`src/sfp_pkg.sv`:
```
// Package for the serial frame port of the 14-bit converter
package sfp_pkg;

	// Result word width
	localparam int RESULT_W = 14;
	// Falling serial clock edges needed to finish a conversion
	localparam int CONV_EDGES = 18;
	// Edge count at which the first result bit goes out
	localparam int FIRST_BIT_EDGE = 1;
	// Least acquisition time before a frame opens
	localparam int MIN_ACQUIRE_TIME_NS = 95;
	localparam int REF_CLK_NS = 40;
	// Least time rounds up to whole cycles, never below one
	localparam int MIN_ACQUIRE_CYCLES = ((MIN_ACQUIRE_TIME_NS + REF_CLK_NS - 1) / REF_CLK_NS) < 1 ? 1 :
		((MIN_ACQUIRE_TIME_NS + REF_CLK_NS - 1) / REF_CLK_NS);
	// Width of the trim value
	localparam int TRIM_W = 8;
	// Reset value of the trim
	localparam logic [TRIM_W-1:0] TRIM_RESET = 8'h00;

	// Functional states
	typedef enum logic [1:0] {
		acquire_state,
		convert_state,
		offset_trim_state
	} sfp_state_t;

	// Serial pins as seen by the device
	typedef struct packed {
		logic frame_sel_n;
		logic sclk;
	} sfp_link_in_t;

	// Serial data output with enable (enable active low)
	typedef struct packed {
		logic sdo_o;
		logic sdo_oe_n;
	} sfp_link_out_t;

endpackage : sfp_pkg

```
`src/sfp_sync.sv`:
```
// Two-flop synchroniser for pin inputs
module sfp_sync #(
	parameter int W = 2
) (
	// Clock and reset
	input wire logic ref_clk,
	input wire logic rst,
	// Data
	input wire logic [W-1:0] din,
	output logic [W-1:0] dout
);

	logic [W-1:0] meta_q;

	// First stage feeds only the second
	always_ff @(posedge ref_clk or posedge rst) begin
		if (rst) begin
			// Both stages rest at the idle pin level, so no false edge follows reset
			meta_q <= '1;
			dout <= '1;
		end else begin
			meta_q <= din;
			dout <= meta_q;
		end
	end

endmodule // sfp_sync

```
`src/sfp_frame_port.sv`:
```
// Serial frame port of a 14-bit successive-approximation converter
// ----------------------------------------------------------------
// How it works
// - One low period of frame select holds one conversion and one result transfer, falling to rising.
// - The data output is released (high impedance) whenever frame select is high.
// - In a frame, serial clock falling edges both step the conversion and shift result bits.
// - The analog input is captured when frame select falls in acquisition, ending it; a frame opened from offset trim keeps the old sample.
// - Acquisition, conversion and offset trim are chosen only from frame select and serial clock, except that reset enters offset trim.
// - After the conversion ends the device goes back to acquisition by itself.
// - Each conversion yields a 14-bit result sent over the data output.
// - Offset trim disconnects the inputs and corrects offset for all later conversions.
// ----------------------------------------------------------------
module sfp_frame_port #(
	parameter int RESULT_W = sfp_pkg::RESULT_W,
	parameter int CONV_EDGES = sfp_pkg::CONV_EDGES
) (
	// Clock and reset
	input wire logic ref_clk,
	input wire logic rst,
	// Serial link pins
	input wire sfp_pkg::sfp_link_in_t link_in,
	output sfp_pkg::sfp_link_out_t link_out,
	// Sampled analog value, already digitised by the front end model
	input wire logic [RESULT_W-1:0] analog_in_pos,
	input wire logic [RESULT_W-1:0] analog_in_neg,
	// State and result visibility
	output sfp_pkg::sfp_state_t state,
	output logic [RESULT_W-1:0] result,
	output logic result_valid,
	output logic acquire_short
);

	// ----------------------------------------------------------------
	// Parameter checks
	// ----------------------------------------------------------------
	if (RESULT_W < 2 || CONV_EDGES < RESULT_W + sfp_pkg::FIRST_BIT_EDGE) begin : g_bad
		$error("sfp_frame_port: conversion edges cannot carry the result word");
	end

	// ----------------------------------------------------------------
	// Pin sampling and edge detection
	// ----------------------------------------------------------------
	logic [1:0] pins_s;
	logic cs_n_q;
	logic sclk_q;
	logic cs_fall;
	logic cs_rise;
	logic sclk_fall;

	sfp_sync #(.W(2)) u_sync (
		.ref_clk(ref_clk),
		.rst(rst),
		.din({link_in.frame_sel_n, link_in.sclk}),
		.dout(pins_s)
	);

	// Previous sampled levels for edge finding
	always_ff @(posedge ref_clk or posedge rst) begin
		if (rst) begin
			cs_n_q <= 1'b1;
			sclk_q <= 1'b1;
		end else begin
			cs_n_q <= pins_s[1];
			sclk_q <= pins_s[0];
		end
	end

	// The link clock must run well below ref_clk/2 or edges are missed
	assign cs_fall = cs_n_q && !pins_s[1];
	assign cs_rise = !cs_n_q && pins_s[1];
	assign sclk_fall = sclk_q && !pins_s[0] && !pins_s[1];

	// ----------------------------------------------------------------
	// Acquisition timer
	// ----------------------------------------------------------------
	localparam int ACQ_W = $clog2(sfp_pkg::MIN_ACQUIRE_CYCLES + 1);
	localparam logic [ACQ_W-1:0] ACQ_DONE = ACQ_W'(sfp_pkg::MIN_ACQUIRE_CYCLES);
	logic [ACQ_W-1:0] acq_cnt_q;

	// Counts the closed-frame time, the part of acquisition the host controls
	always_ff @(posedge ref_clk or posedge rst) begin
		if (rst) begin
			acq_cnt_q <= ACQ_DONE;
		end else if (cs_fall) begin
			acq_cnt_q <= '0;
		end else if (pins_s[1] && acq_cnt_q != ACQ_DONE) begin
			acq_cnt_q <= acq_cnt_q + 1'b1;
		end
	end

	// Flag set anew at each frame opening: this frame opened before acquisition was long enough
	always_ff @(posedge ref_clk or posedge rst) begin
		if (rst) begin
			acquire_short <= 1'b0;
		end else if (cs_fall) begin
			acquire_short <= (acq_cnt_q != ACQ_DONE);
		end
	end

	// ----------------------------------------------------------------
	// State machine
	// ----------------------------------------------------------------
	localparam int EDGE_W = $clog2(CONV_EDGES + 1);
	localparam logic [EDGE_W-1:0] EDGE_LAST = EDGE_W'(CONV_EDGES);
	logic [EDGE_W-1:0] edge_cnt_q;
	logic trim_pending_q;

	always_ff @(posedge ref_clk or posedge rst) begin
		if (rst) begin
			state <= sfp_pkg::offset_trim_state;
		end else begin
			case (state)
				sfp_pkg::acquire_state: begin
					if (cs_fall) begin
						state <= sfp_pkg::convert_state;
					end
				end
				sfp_pkg::convert_state: begin
					// Back to acquire on its own
					if (sclk_fall && edge_cnt_q == EDGE_LAST - 1'b1) begin
						state <= sfp_pkg::acquire_state;
					end else if (cs_rise) begin
						// Frame cut short: result lost, trim next
						state <= sfp_pkg::offset_trim_state;
					end
				end
				sfp_pkg::offset_trim_state: begin
					// Trim ends when a frame opens
					if (cs_fall) begin
						state <= sfp_pkg::convert_state;
					end
				end
				default: begin
					state <= sfp_pkg::acquire_state;
				end
			endcase
		end
	end

	always_ff @(posedge ref_clk or posedge rst) begin
		if (rst) begin
			edge_cnt_q <= '0;
		end else if (cs_fall) begin
			edge_cnt_q <= '0;
		end else if (sclk_fall && edge_cnt_q != EDGE_LAST) begin
			edge_cnt_q <= edge_cnt_q + 1'b1;
		end
	end

	// Delays the trim state one cycle so the trim value is loaded once per trim entry
	always_ff @(posedge ref_clk or posedge rst) begin
		if (rst) begin
			trim_pending_q <= 1'b0;
		end else begin
			trim_pending_q <= (state == sfp_pkg::offset_trim_state);
		end
	end

	// ----------------------------------------------------------------
	// Sampling, trim and result
	// ----------------------------------------------------------------
	logic [RESULT_W-1:0] sample_q;
	logic [sfp_pkg::TRIM_W-1:0] trim_q;
	logic [RESULT_W-1:0] shift_q;
	logic [RESULT_W-1:0] trimmed;
	logic sdo_q;

	// Offset-corrected sample, shared by the shifter and the result word
	assign trimmed = sample_q - RESULT_W'(trim_q);

	always_ff @(posedge ref_clk or posedge rst) begin
		if (rst) begin
			sample_q <= '0;
		end else if (cs_fall && state != sfp_pkg::offset_trim_state) begin
			sample_q <= analog_in_pos - analog_in_neg;
		end
	end

	always_ff @(posedge ref_clk or posedge rst) begin
		if (rst) begin
			trim_q <= sfp_pkg::TRIM_RESET;
		end else if (state == sfp_pkg::offset_trim_state && !trim_pending_q) begin
			// Inputs disconnected: the zero difference is taken as the offset
			trim_q <= sfp_pkg::TRIM_W'(analog_in_neg - analog_in_neg);
		end
	end

	always_ff @(posedge ref_clk or posedge rst) begin
		if (rst) begin
			shift_q <= '0;
			result <= '0;
			result_valid <= 1'b0;
		end else begin
			result_valid <= 1'b0;
			if (sclk_fall && state == sfp_pkg::convert_state) begin
				if (edge_cnt_q == EDGE_W'(sfp_pkg::FIRST_BIT_EDGE - 1)) begin
					shift_q <= trimmed;
				end else begin
					shift_q <= {shift_q[RESULT_W-2:0], 1'b0};
				end
				if (edge_cnt_q == EDGE_LAST - 1'b1) begin
					result <= trimmed;
					result_valid <= 1'b1;
				end
			end
		end
	end

	always_ff @(posedge ref_clk or posedge rst) begin
		if (rst) begin
			sdo_q <= 1'b0;
		end else if (pins_s[1]) begin // Parked low so no stale bit shows at turn-on
			sdo_q <= 1'b0;
		end else if (sclk_fall && state == sfp_pkg::convert_state) begin
			if (edge_cnt_q == EDGE_W'(sfp_pkg::FIRST_BIT_EDGE - 1)) begin
				sdo_q <= trimmed[RESULT_W-1];
			end else begin
				sdo_q <= shift_q[RESULT_W-2];
			end
		end
	end

	// ----------------------------------------------------------------
	// Output pin
	// ----------------------------------------------------------------
	// Released while frame select high
	assign link_out.sdo_o = sdo_q;
	assign link_out.sdo_oe_n = pins_s[1];

endmodule // sfp_frame_port

```
`config.mk`:
```
export PLATFORM = sky130hd
export DESIGN_NAME = sfp_frame_port
export DESIGN_NICKNAME = d
export VERILOG_FILES = /design/src/sfp_pkg.sv /design/src/sfp_sync.sv /design/src/sfp_frame_port.sv
export SDC_FILE = /design/constraint.sdc
export NUM_CORES = 1
export LEC_CHECK = 0
export BUFFER_PORTS_ARGS = -buffer_cell sky130_fd_sc_hd__buf_2
export CAP_MARGIN = 30
export CORE_MARGIN = 10
export CORE_UTILIZATION = 35
export DETAILED_ROUTE_END_ITERATION = 10
export GPL_TIMING_DRIVEN = 0
export PLACE_DENSITY = 0.56
export SYNTH_ARGS = -nofsm -noshare
export SYNTH_HDL_FRONTEND = slang
export SYNTH_HIERARCHICAL = 1
export SYNTH_SLANG_ARGS = --single-unit
```
`constraint.sdc`:
```
create_clock -name ref_clk -period 2.4 [get_ports ref_clk]
set_clock_uncertainty 0.05 [all_clocks]
set_input_delay 0 -clock ref_clk [delete_from_list [all_inputs] [get_ports ref_clk]]
set_output_delay 0 -clock ref_clk [all_outputs]
set_load 0.02 [all_outputs]
```
# [Word level (Yosys, flattened, before mapping)]
# Index checks and enable logic that the tools add are counted.
[totals] register_bits=68 latchBits=0 ram_bits=0 romBits=0 output_inout_bits=20 elab_cells=64 memories=0
[op_classes] addsub=5 mul=0 div=0 order_cmp=0 n_eq_ne=8 shift=0 n_mux=14 bitwise=0 reduce_logical=22
[ops] cell="subtractor 14 bit" count=1
[ops] cell="subtractor 14 x 8 -> 14 bit" count=1
[ops] cell="two-way mux 13 bit" count=1
[ops] cell="logical AND 1 bit" count=10
[ops] cell="two-way mux 2 bit" count=5
[ops] cell="two-way mux 5 bit" count=2
[ops] cell="subtractor 8 bit" count=1
[ops] cell="nonzero test 2 bit" count=3
[ops] cell="adder 5 x 1 -> 5 bit, second input constant" count=1
[ops] cell="equality test 5 bit, second input constant" count=1
[ops] cell="logical NOT 5 bit" count=1
[ops] cell="two-way mux 1 bit" count=5
[ops] cell="inequality test 5 bit, second input constant" count=1
[ops] cell="logical NOT 1 bit" count=4
[ops] cell="inequality test 2 bit, second input constant" count=2
[ops] cell="one-hot mux 2 bit (2 select lines)" count=1
[ops] cell="AND reduction 2 bit" count=2
[ops] cell="inequality test 3 bit, second input constant" count=1
[ops] cell="adder 2 x 1 -> 2 bit, second input constant" count=1
[ops] cell="equality test 2 x 1 -> 1 bit, second input constant" count=1
[ops] cell="equality test 2 bit, second input constant" count=1
[ops] cell="logical NOT 2 bit" count=1
[ops] cell="inequality test 2 x 1 -> 1 bit, second input constant" count=1
[ops] cell="OR reduction 2 bit" count=1

# [Longest topological paths before layout]
# Gate-level depths: netlist (run 1).
[depth] word_depth=6 mapped_depth=8 mapped_depth_nobuf=8

# [Cells and area by module]
# The synthesis (run 1) kept the hierarchy.
[modules_own_cells] module="sfp_frame_port" n_inst=1 cells_each=320 area_per_inst_um2=3166.8 seq_area_each_um2=1382.6
[modules_own_cells] module="sfp_sync" n_inst=1 cells_each=5 area_per_inst_um2=108.9 seq_area_each_um2=105.1

# [Worst setup path after synthesis (run 1)]
# OpenSTA, ideal clock, no wires.
[synth_path] path_kind="register to register" startpoint="reg u_sync.dout[1]" endpoint="reg result[0]" setup_time_ns=0.125 arrival_time_ns=1.672 setup_slack_ns=0.553 stages_incl_launch_ff=8 n_path_buf=3 synth_period_minus_slack_ns=1.847 cell_sequence="dfstp_2 buf_6 nor3b_4 nand2_4 or2_1 buf_6 buf_6 mux2_4"
[synth_between] elab_chain_len=4
[synth_lines] item="from (decl)" line="sfp_sync.sv:10" source="output logic [W-1:0] dout"
[synth_lines] item="from (signal assigned)" line="sfp_sync.sv:23" source="dout <= meta_q;"
[synth_lines] item="logical NOT 1 bit" line="sfp_frame_port.sv:71" source="assign sclk_fall = sclk_q && !pins_s[0] && !pins_s[1];"
[synth_lines] item="logical AND 1 bit" line="sfp_frame_port.sv:71"
[synth_lines] item="logical AND 1 bit" line="sfp_frame_port.sv:195" source="if (sclk_fall && state == sfp_pkg::convert_state) begin"
[synth_lines] item="AND reduction 2 bit (no line)"
[synth_lines] item="to (signal assigned)" line="sfp_frame_port.sv:202" source="result <= trimmed;"
[synth_lines] item="to (decl)" line="sfp_frame_port.sv:28" source="output logic [RESULT_W-1:0] result,"
# No other way between the ends.
# A chain may end at the register's enable or synchronous reset.

# [Worst setup path in the final report (run 1)]
[layout_path] startpoint="in analog_in_neg[0]" endpoint="reg sample_q[12]"
[layout_between] elab_chain_len=1
[layout_lines] item="from (decl)" line="sfp_frame_port.sv:25" source="input wire logic [RESULT_W-1:0] analog_in_neg,"
[layout_lines] item="subtractor 14 bit" line="sfp_frame_port.sv:175" source="sample_q <= analog_in_pos - analog_in_neg;"
[layout_lines] item="to (signal assigned)" line="sfp_frame_port.sv:175"
[layout_lines] item="to (decl)" line="sfp_frame_port.sv:162" source="logic [RESULT_W-1:0] sample_q;"
# No other way between the ends.

==> results.py, run 1 <==
metrics = {
    "placed_design": {
        "pre_cts_ws_ns": 0.347,
        "globalplace.congestion": 0.735,
        "dp.final_hpwl_mm": 5.30,
        "placement.io_buffers": 51,
    },
    "routing": {
        "post-route-drc-count": 0,
        "num_vias": 2425,
        "drt-initial-drc-count": 74,
        "detail-route-antenna-nets": 0,
        "drt-total-wl_mm": 6.79,
        "drt-wirelength-per-cell_um": 13.3,
        "post_detailed_route_via_to_cell_ratio": 4.75,
        "detailedRoute.firstPassIterationCount": 4,
    },
    "worst_setup_path": {
        "reg2regPathDepth": 6,
        "path_max_fanout": 4,
        "worstSetupStartpointType": "primary input",
        "setup.reg_to_reg.worst_slack_ns": 0.36,
        "critical_r2r_launch": "edge_cnt_q[0]$_DFFE_PP0P_",
        "crit_path_end_kind": "flip-flop",
        "worst_ep_required_time_ns": 2.56,
        "worst-endpoint-arrival_ns": 2.27,
        "regToRegEndpoint": "shift_q[3]$_DFFE_PP0P_",
        "timing.setup.critical_path_class": "primary input to flip-flop",
    },
    "global_route": {
        "wire_length_of_the_first_global_routing_pass_mm": 11.9,
        "number_of_global_route_vias_before_repair": 2501,
        "gr-usage-all-layers_pct": 10.7,
        "antenna_found_initial": 0,
        "grt.overflow.total": 0,
        "grt_max_degree": 38,
    },
    "pwr": {
        "power.ir.vdd_worst_uv": 228,
        "powerDensity_nw_per_um2": 745,
        "cellLeakagePower_nw": 2.00,
    },
    "clock_network": {
        "cts_made_buffers": 9,
        "cts-resized-gates": 0,
        "cts.repair_timing.setup_buffer_count": 0,
        "clockBufferDepth": 2,
        "cts_tree": "built",
        "library_cell_used_as_clock_root_buffer": "clkbuf_8",
        "htree_levels": 3,
        "clk_pin_slew_ns": 0.06,
        "clock_latency_ns": 0.33,
        "tritoncts_num_sinks": 59,
    },
    "die": {
        "row_cnt": 35,
        "die_area_um2": 13600,
        "fp.coreArea_um2": 9200,
        "initial_core_util_pct": 35.6,
        "die-width_um": 117,
        "die_height_um": 117,
        "io_pins": 52,
    },
    "timing": {
        "final.period_utilization_pct": 87.9,
        "setup-tns-final_ns": 0,
        "timing.max_slew.rel_slack_pct": 59.4,
        "fmax_mhz": 474,
        "final-setup-viol-count": 0,
        "grt_setup_unrepaired": "no",
        "worst_slew_pin_slew_ns": 0.606,
        "final_max_slew_viol_count": 0,
        "hold_violations": 0,
        "final_worst_setup_slack_ns": 0.291,
        "finalWorstPathRequiredPeriod_ns": 2.11,
    },
    "run": {
        "drv.max_cap_violation_count": 0,
    },
    "cells_and_area": {
        "nNetsFinal": 447,
        "post_route_utilization_pct": 42.7,
        "seq_area_um2": 1490,
        "multi_input_area_um2": 1640,
        "final.fill_count": 929,
        "antennaDiodeCount": 0,
        "drive_above_1_share_pct": 24.3,
        "area_delta_synth_final_pct": 19.7,
    },
    "synthesis": {
        "synth.yosys.seq_area_share_pct": 45.4,
        "syn_inst": 325,
        "synthFlopType": "dfrtp_1",
        "number_of_flops_mapped_to_enable_cells_by_yosys": 0,
        "ys_ff_latch": 59,
        "synth_top_family_by_area": "simple AND/OR/NAND/NOR gates",
        "synth-compound-area-share_pct": 14.1,
        "yosys.area_share.adder_pct": 8.25,
        "post_synth_and_or_nand_nor_area_fraction_pct": 15.6,
        "postSynthAreaPerCell_um2": 10.1,
        "yosysWarningCount": 6,
        "yosys.cell_types.count": 48,
        "post_synth_instance_area_um2": 3280,
        "synth_xor_area_share_pct": 4.28,
        "net_count_synth": 378,
        "yosys-mux-area-fraction_pct": 7.52,
        "async_reset_ff_share_pct": 100,
    },
    "min_path": {
        "worst_hold_path_cell_count": 4,
        "min_to": "sample_q[13]$_DFFE_PP0P_",
        "timing.hold.worst.start": "analog_in_pos[13]",
        "hp-class": "primary input to flip-flop",
    },
    "run_status": {
        "status": "finished, final reports clean",
    },
}
[how the worst max path moves through the flow]
stage	from	end	cells after the start
2_1_floorplan	u_sync/dout[1]$_DFF_PP1_	result[0]$_DFFE_PP0P_	7
3_5_place_dp	edge_cnt_q[0]$_DFFE_PP0P_	shift_q[3]$_DFFE_PP0P_	6
4_1_cts	analog_in_neg[0]	sample_q[12]$_DFFE_PP0P_	9
3_3_place_gp	rst	result[1]$_DFFE_PP0P_	2
5_1_grt	cs_n_q$_DFF_PP1_	sample_q[10]$_DFFE_PP0P_	6
6_report	analog_in_neg[0]	sample_q[12]$_DFFE_PP0P_	9
[what timing repair did]
item | CTS | global route
setup endpoints to repair | 0 | 0
hold endpoints to repair | 55 | 0
hold buffers | 6 | 0
[routing by layer]
layer	wire length (um)	part of all wire, %	track usage (%)
met4	108	1.6	5.27
met2	2990	44	15.9
met3	227	3.3	2.52
met5	0	0	0
met1	3470	51	14.3
[flip-flops by register name, summed over array words and instances (netlist names)]
signal / flops
sdo_q: 1
u_sync/dout: 2
shift_q: 13
sample_q: 14
edge_cnt_q: 5
result_valid: 1
state: 2
result: 14
acq_cnt_q: 2
sclk_q: 1
u_sync/meta_q: 2
acquire_short: 1
cs_n_q: 1
[stage by stage]
step	cells	area, um^2	hold WS (ns)	power, mW
floorplan	325	3280	-0.0948	1.94
global placement	487	3670	0.0331	2.12
detailed placement	488	3690	-0.0159	2.15
CTS	510	3920	0.0407	2.96
global route	510	3920	0.0701	3.15
finish	510	3920	0.0553	2.92
[synthesized netlist by cell type, types with 4 or more instances]
cell	count	share of area, %
dfstp_2	9	7.2
clkbuf_1	5	0.57
o31ai_1	4	0.92
mux2i_1	10	3.1
nand3_1	6	0.92
nor2b_1	4	0.76
nand2_1	42	4.8
nand2b_1	7	1.3
o21ai_0	32	4.9
a21o_1	6	1.4
a211oi_1	5	1.1
dfrtp_1	50	38
nor2_1	19	2.2
a31oi_1	4	0.76
ha_1	20	7.6
xor2_1	5	1.3
mux2_2	9	3.1
xnor2_1	11	2.9
nand4_1	5	0.95
a21oi_1	11	1.7
inv_1	22	2.5
[cell type report]
| type | instances | area share (%) |
|---|---|---|
| multi-input cells | 234 | 41.8 |
| flip-flops and latches | 59 | 37.9 |
| repair buffers | 58 | 8.55 |
| clock buffers | 14 | 4.15 |
| well taps | 111 | 3.54 |
| inverters | 22 | 2.11 |
| plain buffers | 10 | 1.72 |
| clock inverters | 2 | 0.255 |
[logic make-up (layout without fill, tap and decap cells)]
logic type                 count (synthesis)  count (layout)
and+or+nand+nor                           98              98
AOI/OAI and AO/OA                         75              75
DFF                                       59              59
buffers and inverters                     32             106
muxes                                     22              22
adders and majority gates                 21              21
xor gates and xnor gates                  16              16
other                                      2               2
[power by group]
| part | total, mW | switching [mW] | internal, mW |
|---|---|---|---|
| registers | 1.39 | 0.169 | 1.23 |
| clock network | 0.791 | 0.362 | 0.429 |
| logic | 0.738 | 0.392 | 0.346 |
| total | 2.92 | 0.923 | 2.00 |
[layout by cell type (no fill, tap or decap), drive strengths merged, types with 2 or more instances in the layout]
master and count:
nand2b 7, xnor2 11, a21oi 11, mux2 12
o21ai 32, conb 2, nand2 43, a211o 2
nand4 5, nand3 6, o21a 3, buf 57
nor3b 2, clkbuf 19, nor2 19, a31oi 4
o2111ai 2, xor2 5, dfstp 9, a21o 6
o31ai 4, nand4b 2, ha 20, dfrtp 50
a211oi 5, clkinv 2, dlygate4sd3 6, mux2i 10
inv 22, nor2b 4
[worst max-delay path: stages]
cell,delay (ns)
dlygate4sd3_1,0.54
buf_2,0.12
ha_1,0.20
fa_1,0.40
nor2b_1,0.15
o2111ai_1,0.18
a21oi_1,0.31
a211oi_1,0.12
a221o_1,0.26
(Power assumes the default switching activity.)
==> inputs of run 2 (changes only) <==
--- a/config.mk
+++ b/config.mk
@@ -12,6 +12,7 @@
 export DETAILED_ROUTE_END_ITERATION = 10
 export GPL_TIMING_DRIVEN = 0
 export PLACE_DENSITY = 0.56
+export RECOVER_POWER = 50
 export SYNTH_ARGS = -nofsm -noshare
 export SYNTH_HDL_FRONTEND = slang
 export SYNTH_HIERARCHICAL = 1
==> results.py, run 2 (synthesized netlist as in run 1, its figures left out) <==
metrics = {
    "run_status": {
        "status": "finished, final reports clean",
    },
    "worst_setup_path": {
        "crit_path_end_kind": "flip-flop",
        "reg2regPathDepth": 6,
        "worstSetupStartpointType": "primary input",
        "timing.setup.critical_path_class": "primary input to flip-flop",
        "setup.reg_to_reg.worst_slack_ns": 0.36,
        "slowest_delay_ns": 0.54,
        "critPathSlowestCell": "dlygate4sd3_1",
        "worst_ep_required_time_ns": 2.56,
        "worst_setup_startpoint": "analog_in_neg[0]",
        "path_cells": "dlygate4sd3_1 > buf_2 > ha_1 > fa_1 > nor2b_1 > o2111ai_1 > a21oi_1 > a211oi_1 > a221o_1",
        "worst-endpoint-arrival_ns": 2.27,
        "critical_r2r_launch": "edge_cnt_q[0]$_DFFE_PP0P_",
        "regToRegEndpoint": "shift_q[3]$_DFFE_PP0P_",
        "path_max_fanout": 4,
    },
    "global_route": {
        "gr-usage-all-layers_pct": 10.7,
        "number_of_global_route_vias_before_repair": 2501,
        "antenna_found_initial": 0,
        "met3_usage_pct": 2.52,
        "wire_length_of_the_first_global_routing_pass_mm": 11.9,
        "grt.overflow.total": 0,
        "met1_usage_pct": 14.3,
        "grt_max_degree": 38,
        "busiest_layer": "met2",
        "met2_usage_pct": 15.9,
    },
    "timing": {
        "final.period_utilization_pct": 87.9,
        "timing.max_slew.rel_slack_pct": 39.3,
        "hold_violations": 0,
        "hold-worst-slack_ns": 0.0553,
        "worst_slew_pin_slew_ns": 0.911,
        "finalWorstPathRequiredPeriod_ns": 2.11,
        "grt_setup_unrepaired": "no",
        "fmax_mhz": 474,
        "setup-tns-final_ns": 0,
        "final-setup-viol-count": 0,
        "final_worst_setup_slack_ns": 0.291,
        "final_max_slew_viol_count": 0,
    },
    "cells_and_area": {
        "non_filler_cell_area_final_um2": 3900,
        "largest_registers": "result (14), sample_q (14), shift_q (13)",
        "post_route_utilization_pct": 42.4,
        "area_delta_synth_final_pct": 19.0,
        "mostFrequentLayoutCell": "dfrtp_1",
        "most-common-layout-cells": "dfrtp_1, buf_2, nand2_1",
        "drive_above_1_share_pct": 21.8,
        "nNetsFinal": 447,
        "antennaDiodeCount": 0,
    },
    "clock_network": {
        "cts.repair_timing.setup_buffer_count": 0,
        "library_cell_used_as_clock_root_buffer": "clkbuf_8",
        "cts_tree": "built",
        "clock_latency_ns": 0.33,
        "clockBufferDepth": 2,
        "cts_hold_buf": 6,
        "clk_pin_slew_ns": 0.06,
        "cts_made_buffers": 9,
        "tritoncts_num_sinks": 59,
        "cts-resized-gates": 0,
        "htree_levels": 3,
    },
    "min_path": {
        "min_to": "sample_q[13]$_DFFE_PP0P_",
        "timing.hold.worst.start": "analog_in_pos[13]",
        "hp-class": "primary input to flip-flop",
        "worst_hold_path_cell_count": 4,
    },
    "placed_design": {
        "post_dp_cell_area_um2": 3690,
        "placement.io_buffers": 51,
        "pre_cts_ws_ns": 0.347,
        "globalplace.congestion": 0.735,
        "dp.final_hpwl_mm": 5.30,
    },
    "die": {
        "die_height_um": 117,
        "die_area_um2": 13600,
        "row_cnt": 35,
        "fp.coreArea_um2": 9200,
        "initial_core_util_pct": 35.6,
        "die-width_um": 117,
        "io_pins": 52,
    },
    "routing": {
        "drt-total-wl_mm": 6.79,
        "post-route-drc-count": 0,
        "detailedRoute.firstPassIterationCount": 4,
        "post_detailed_route_via_to_cell_ratio": 4.75,
        "drt-wirelength-per-cell_um": 13.3,
        "num_vias": 2420,
        "drt-initial-drc-count": 72,
        "detail-route-antenna-nets": 0,
    },
    "run": {
        "drv.max_cap_violation_count": 0,
    },
    "pwr": {
        "power.ir.vdd_worst_uv": 228,
        "cellLeakagePower_nw": 1.97,
        "powerDensity_nw_per_um2": 748,
    },
}
-- run 2: final cells by class --
cell class | instances | area (um^2)
clock buffers | 14 | 163
clock inverters | 2 | 10.0
well taps | 111 | 139
multi-input cells | 234 | 1640
flip-flops and latches | 59 | 1490
inverters | 22 | 82.6
fillers | 935 | 5300
plain buffers | 10 | 67.6
repair buffers | 58 | 312
-- run 2: how the worst max path moves through the flow --
stage	cells past startpoint	endpoint	slack [ns]
after floorplan	7	result[0]$_DFFE_PP0P_	0.55
after global placement	2	result[1]$_DFFE_PP0P_	0.25
after detailed placement	6	shift_q[3]$_DFFE_PP0P_	0.35
after CTS	9	sample_q[12]$_DFFE_PP0P_	0.28
after global routing	6	sample_q[10]$_DFFE_PP0P_	0.12
final	9	sample_q[12]$_DFFE_PP0P_	0.29
-- run 2: worst max-delay path, delay by kind of cell --
family,cells,cell delay (ns)
AO/OA/AOI/OAI,4,0.87
adder cells (fa/ha/maj),2,0.60
AND/OR/NAND/NOR,1,0.15
buffers and inverters,2,0.66
-- run 2: power breakdown --
group	switching, mW	internal, mW	total (mW)
Combinational	0.392	0.342	0.733
Clock	0.362	0.429	0.791
Sequential	0.168	1.22	1.39
-- run 2: stage by stage --
stage,power [mW],cells
6_report,2.92,510
5_1_grt,3.14,510
2_1_floorplan,1.94,325
3_5_place_dp,2.15,488
3_3_place_gp,2.12,487
4_1_cts,2.96,510
-- run 2: metal layers --
| layer | vias up | wire (um) |
|---|---|---|
| li1 | 1265 | - |
| met1 | 1110 | 3470 |
| met2 | 38 | 2980 |
| met3 | 7 | 228 |
| met4 | 0 | 110 |
| met5 | - | 0 |
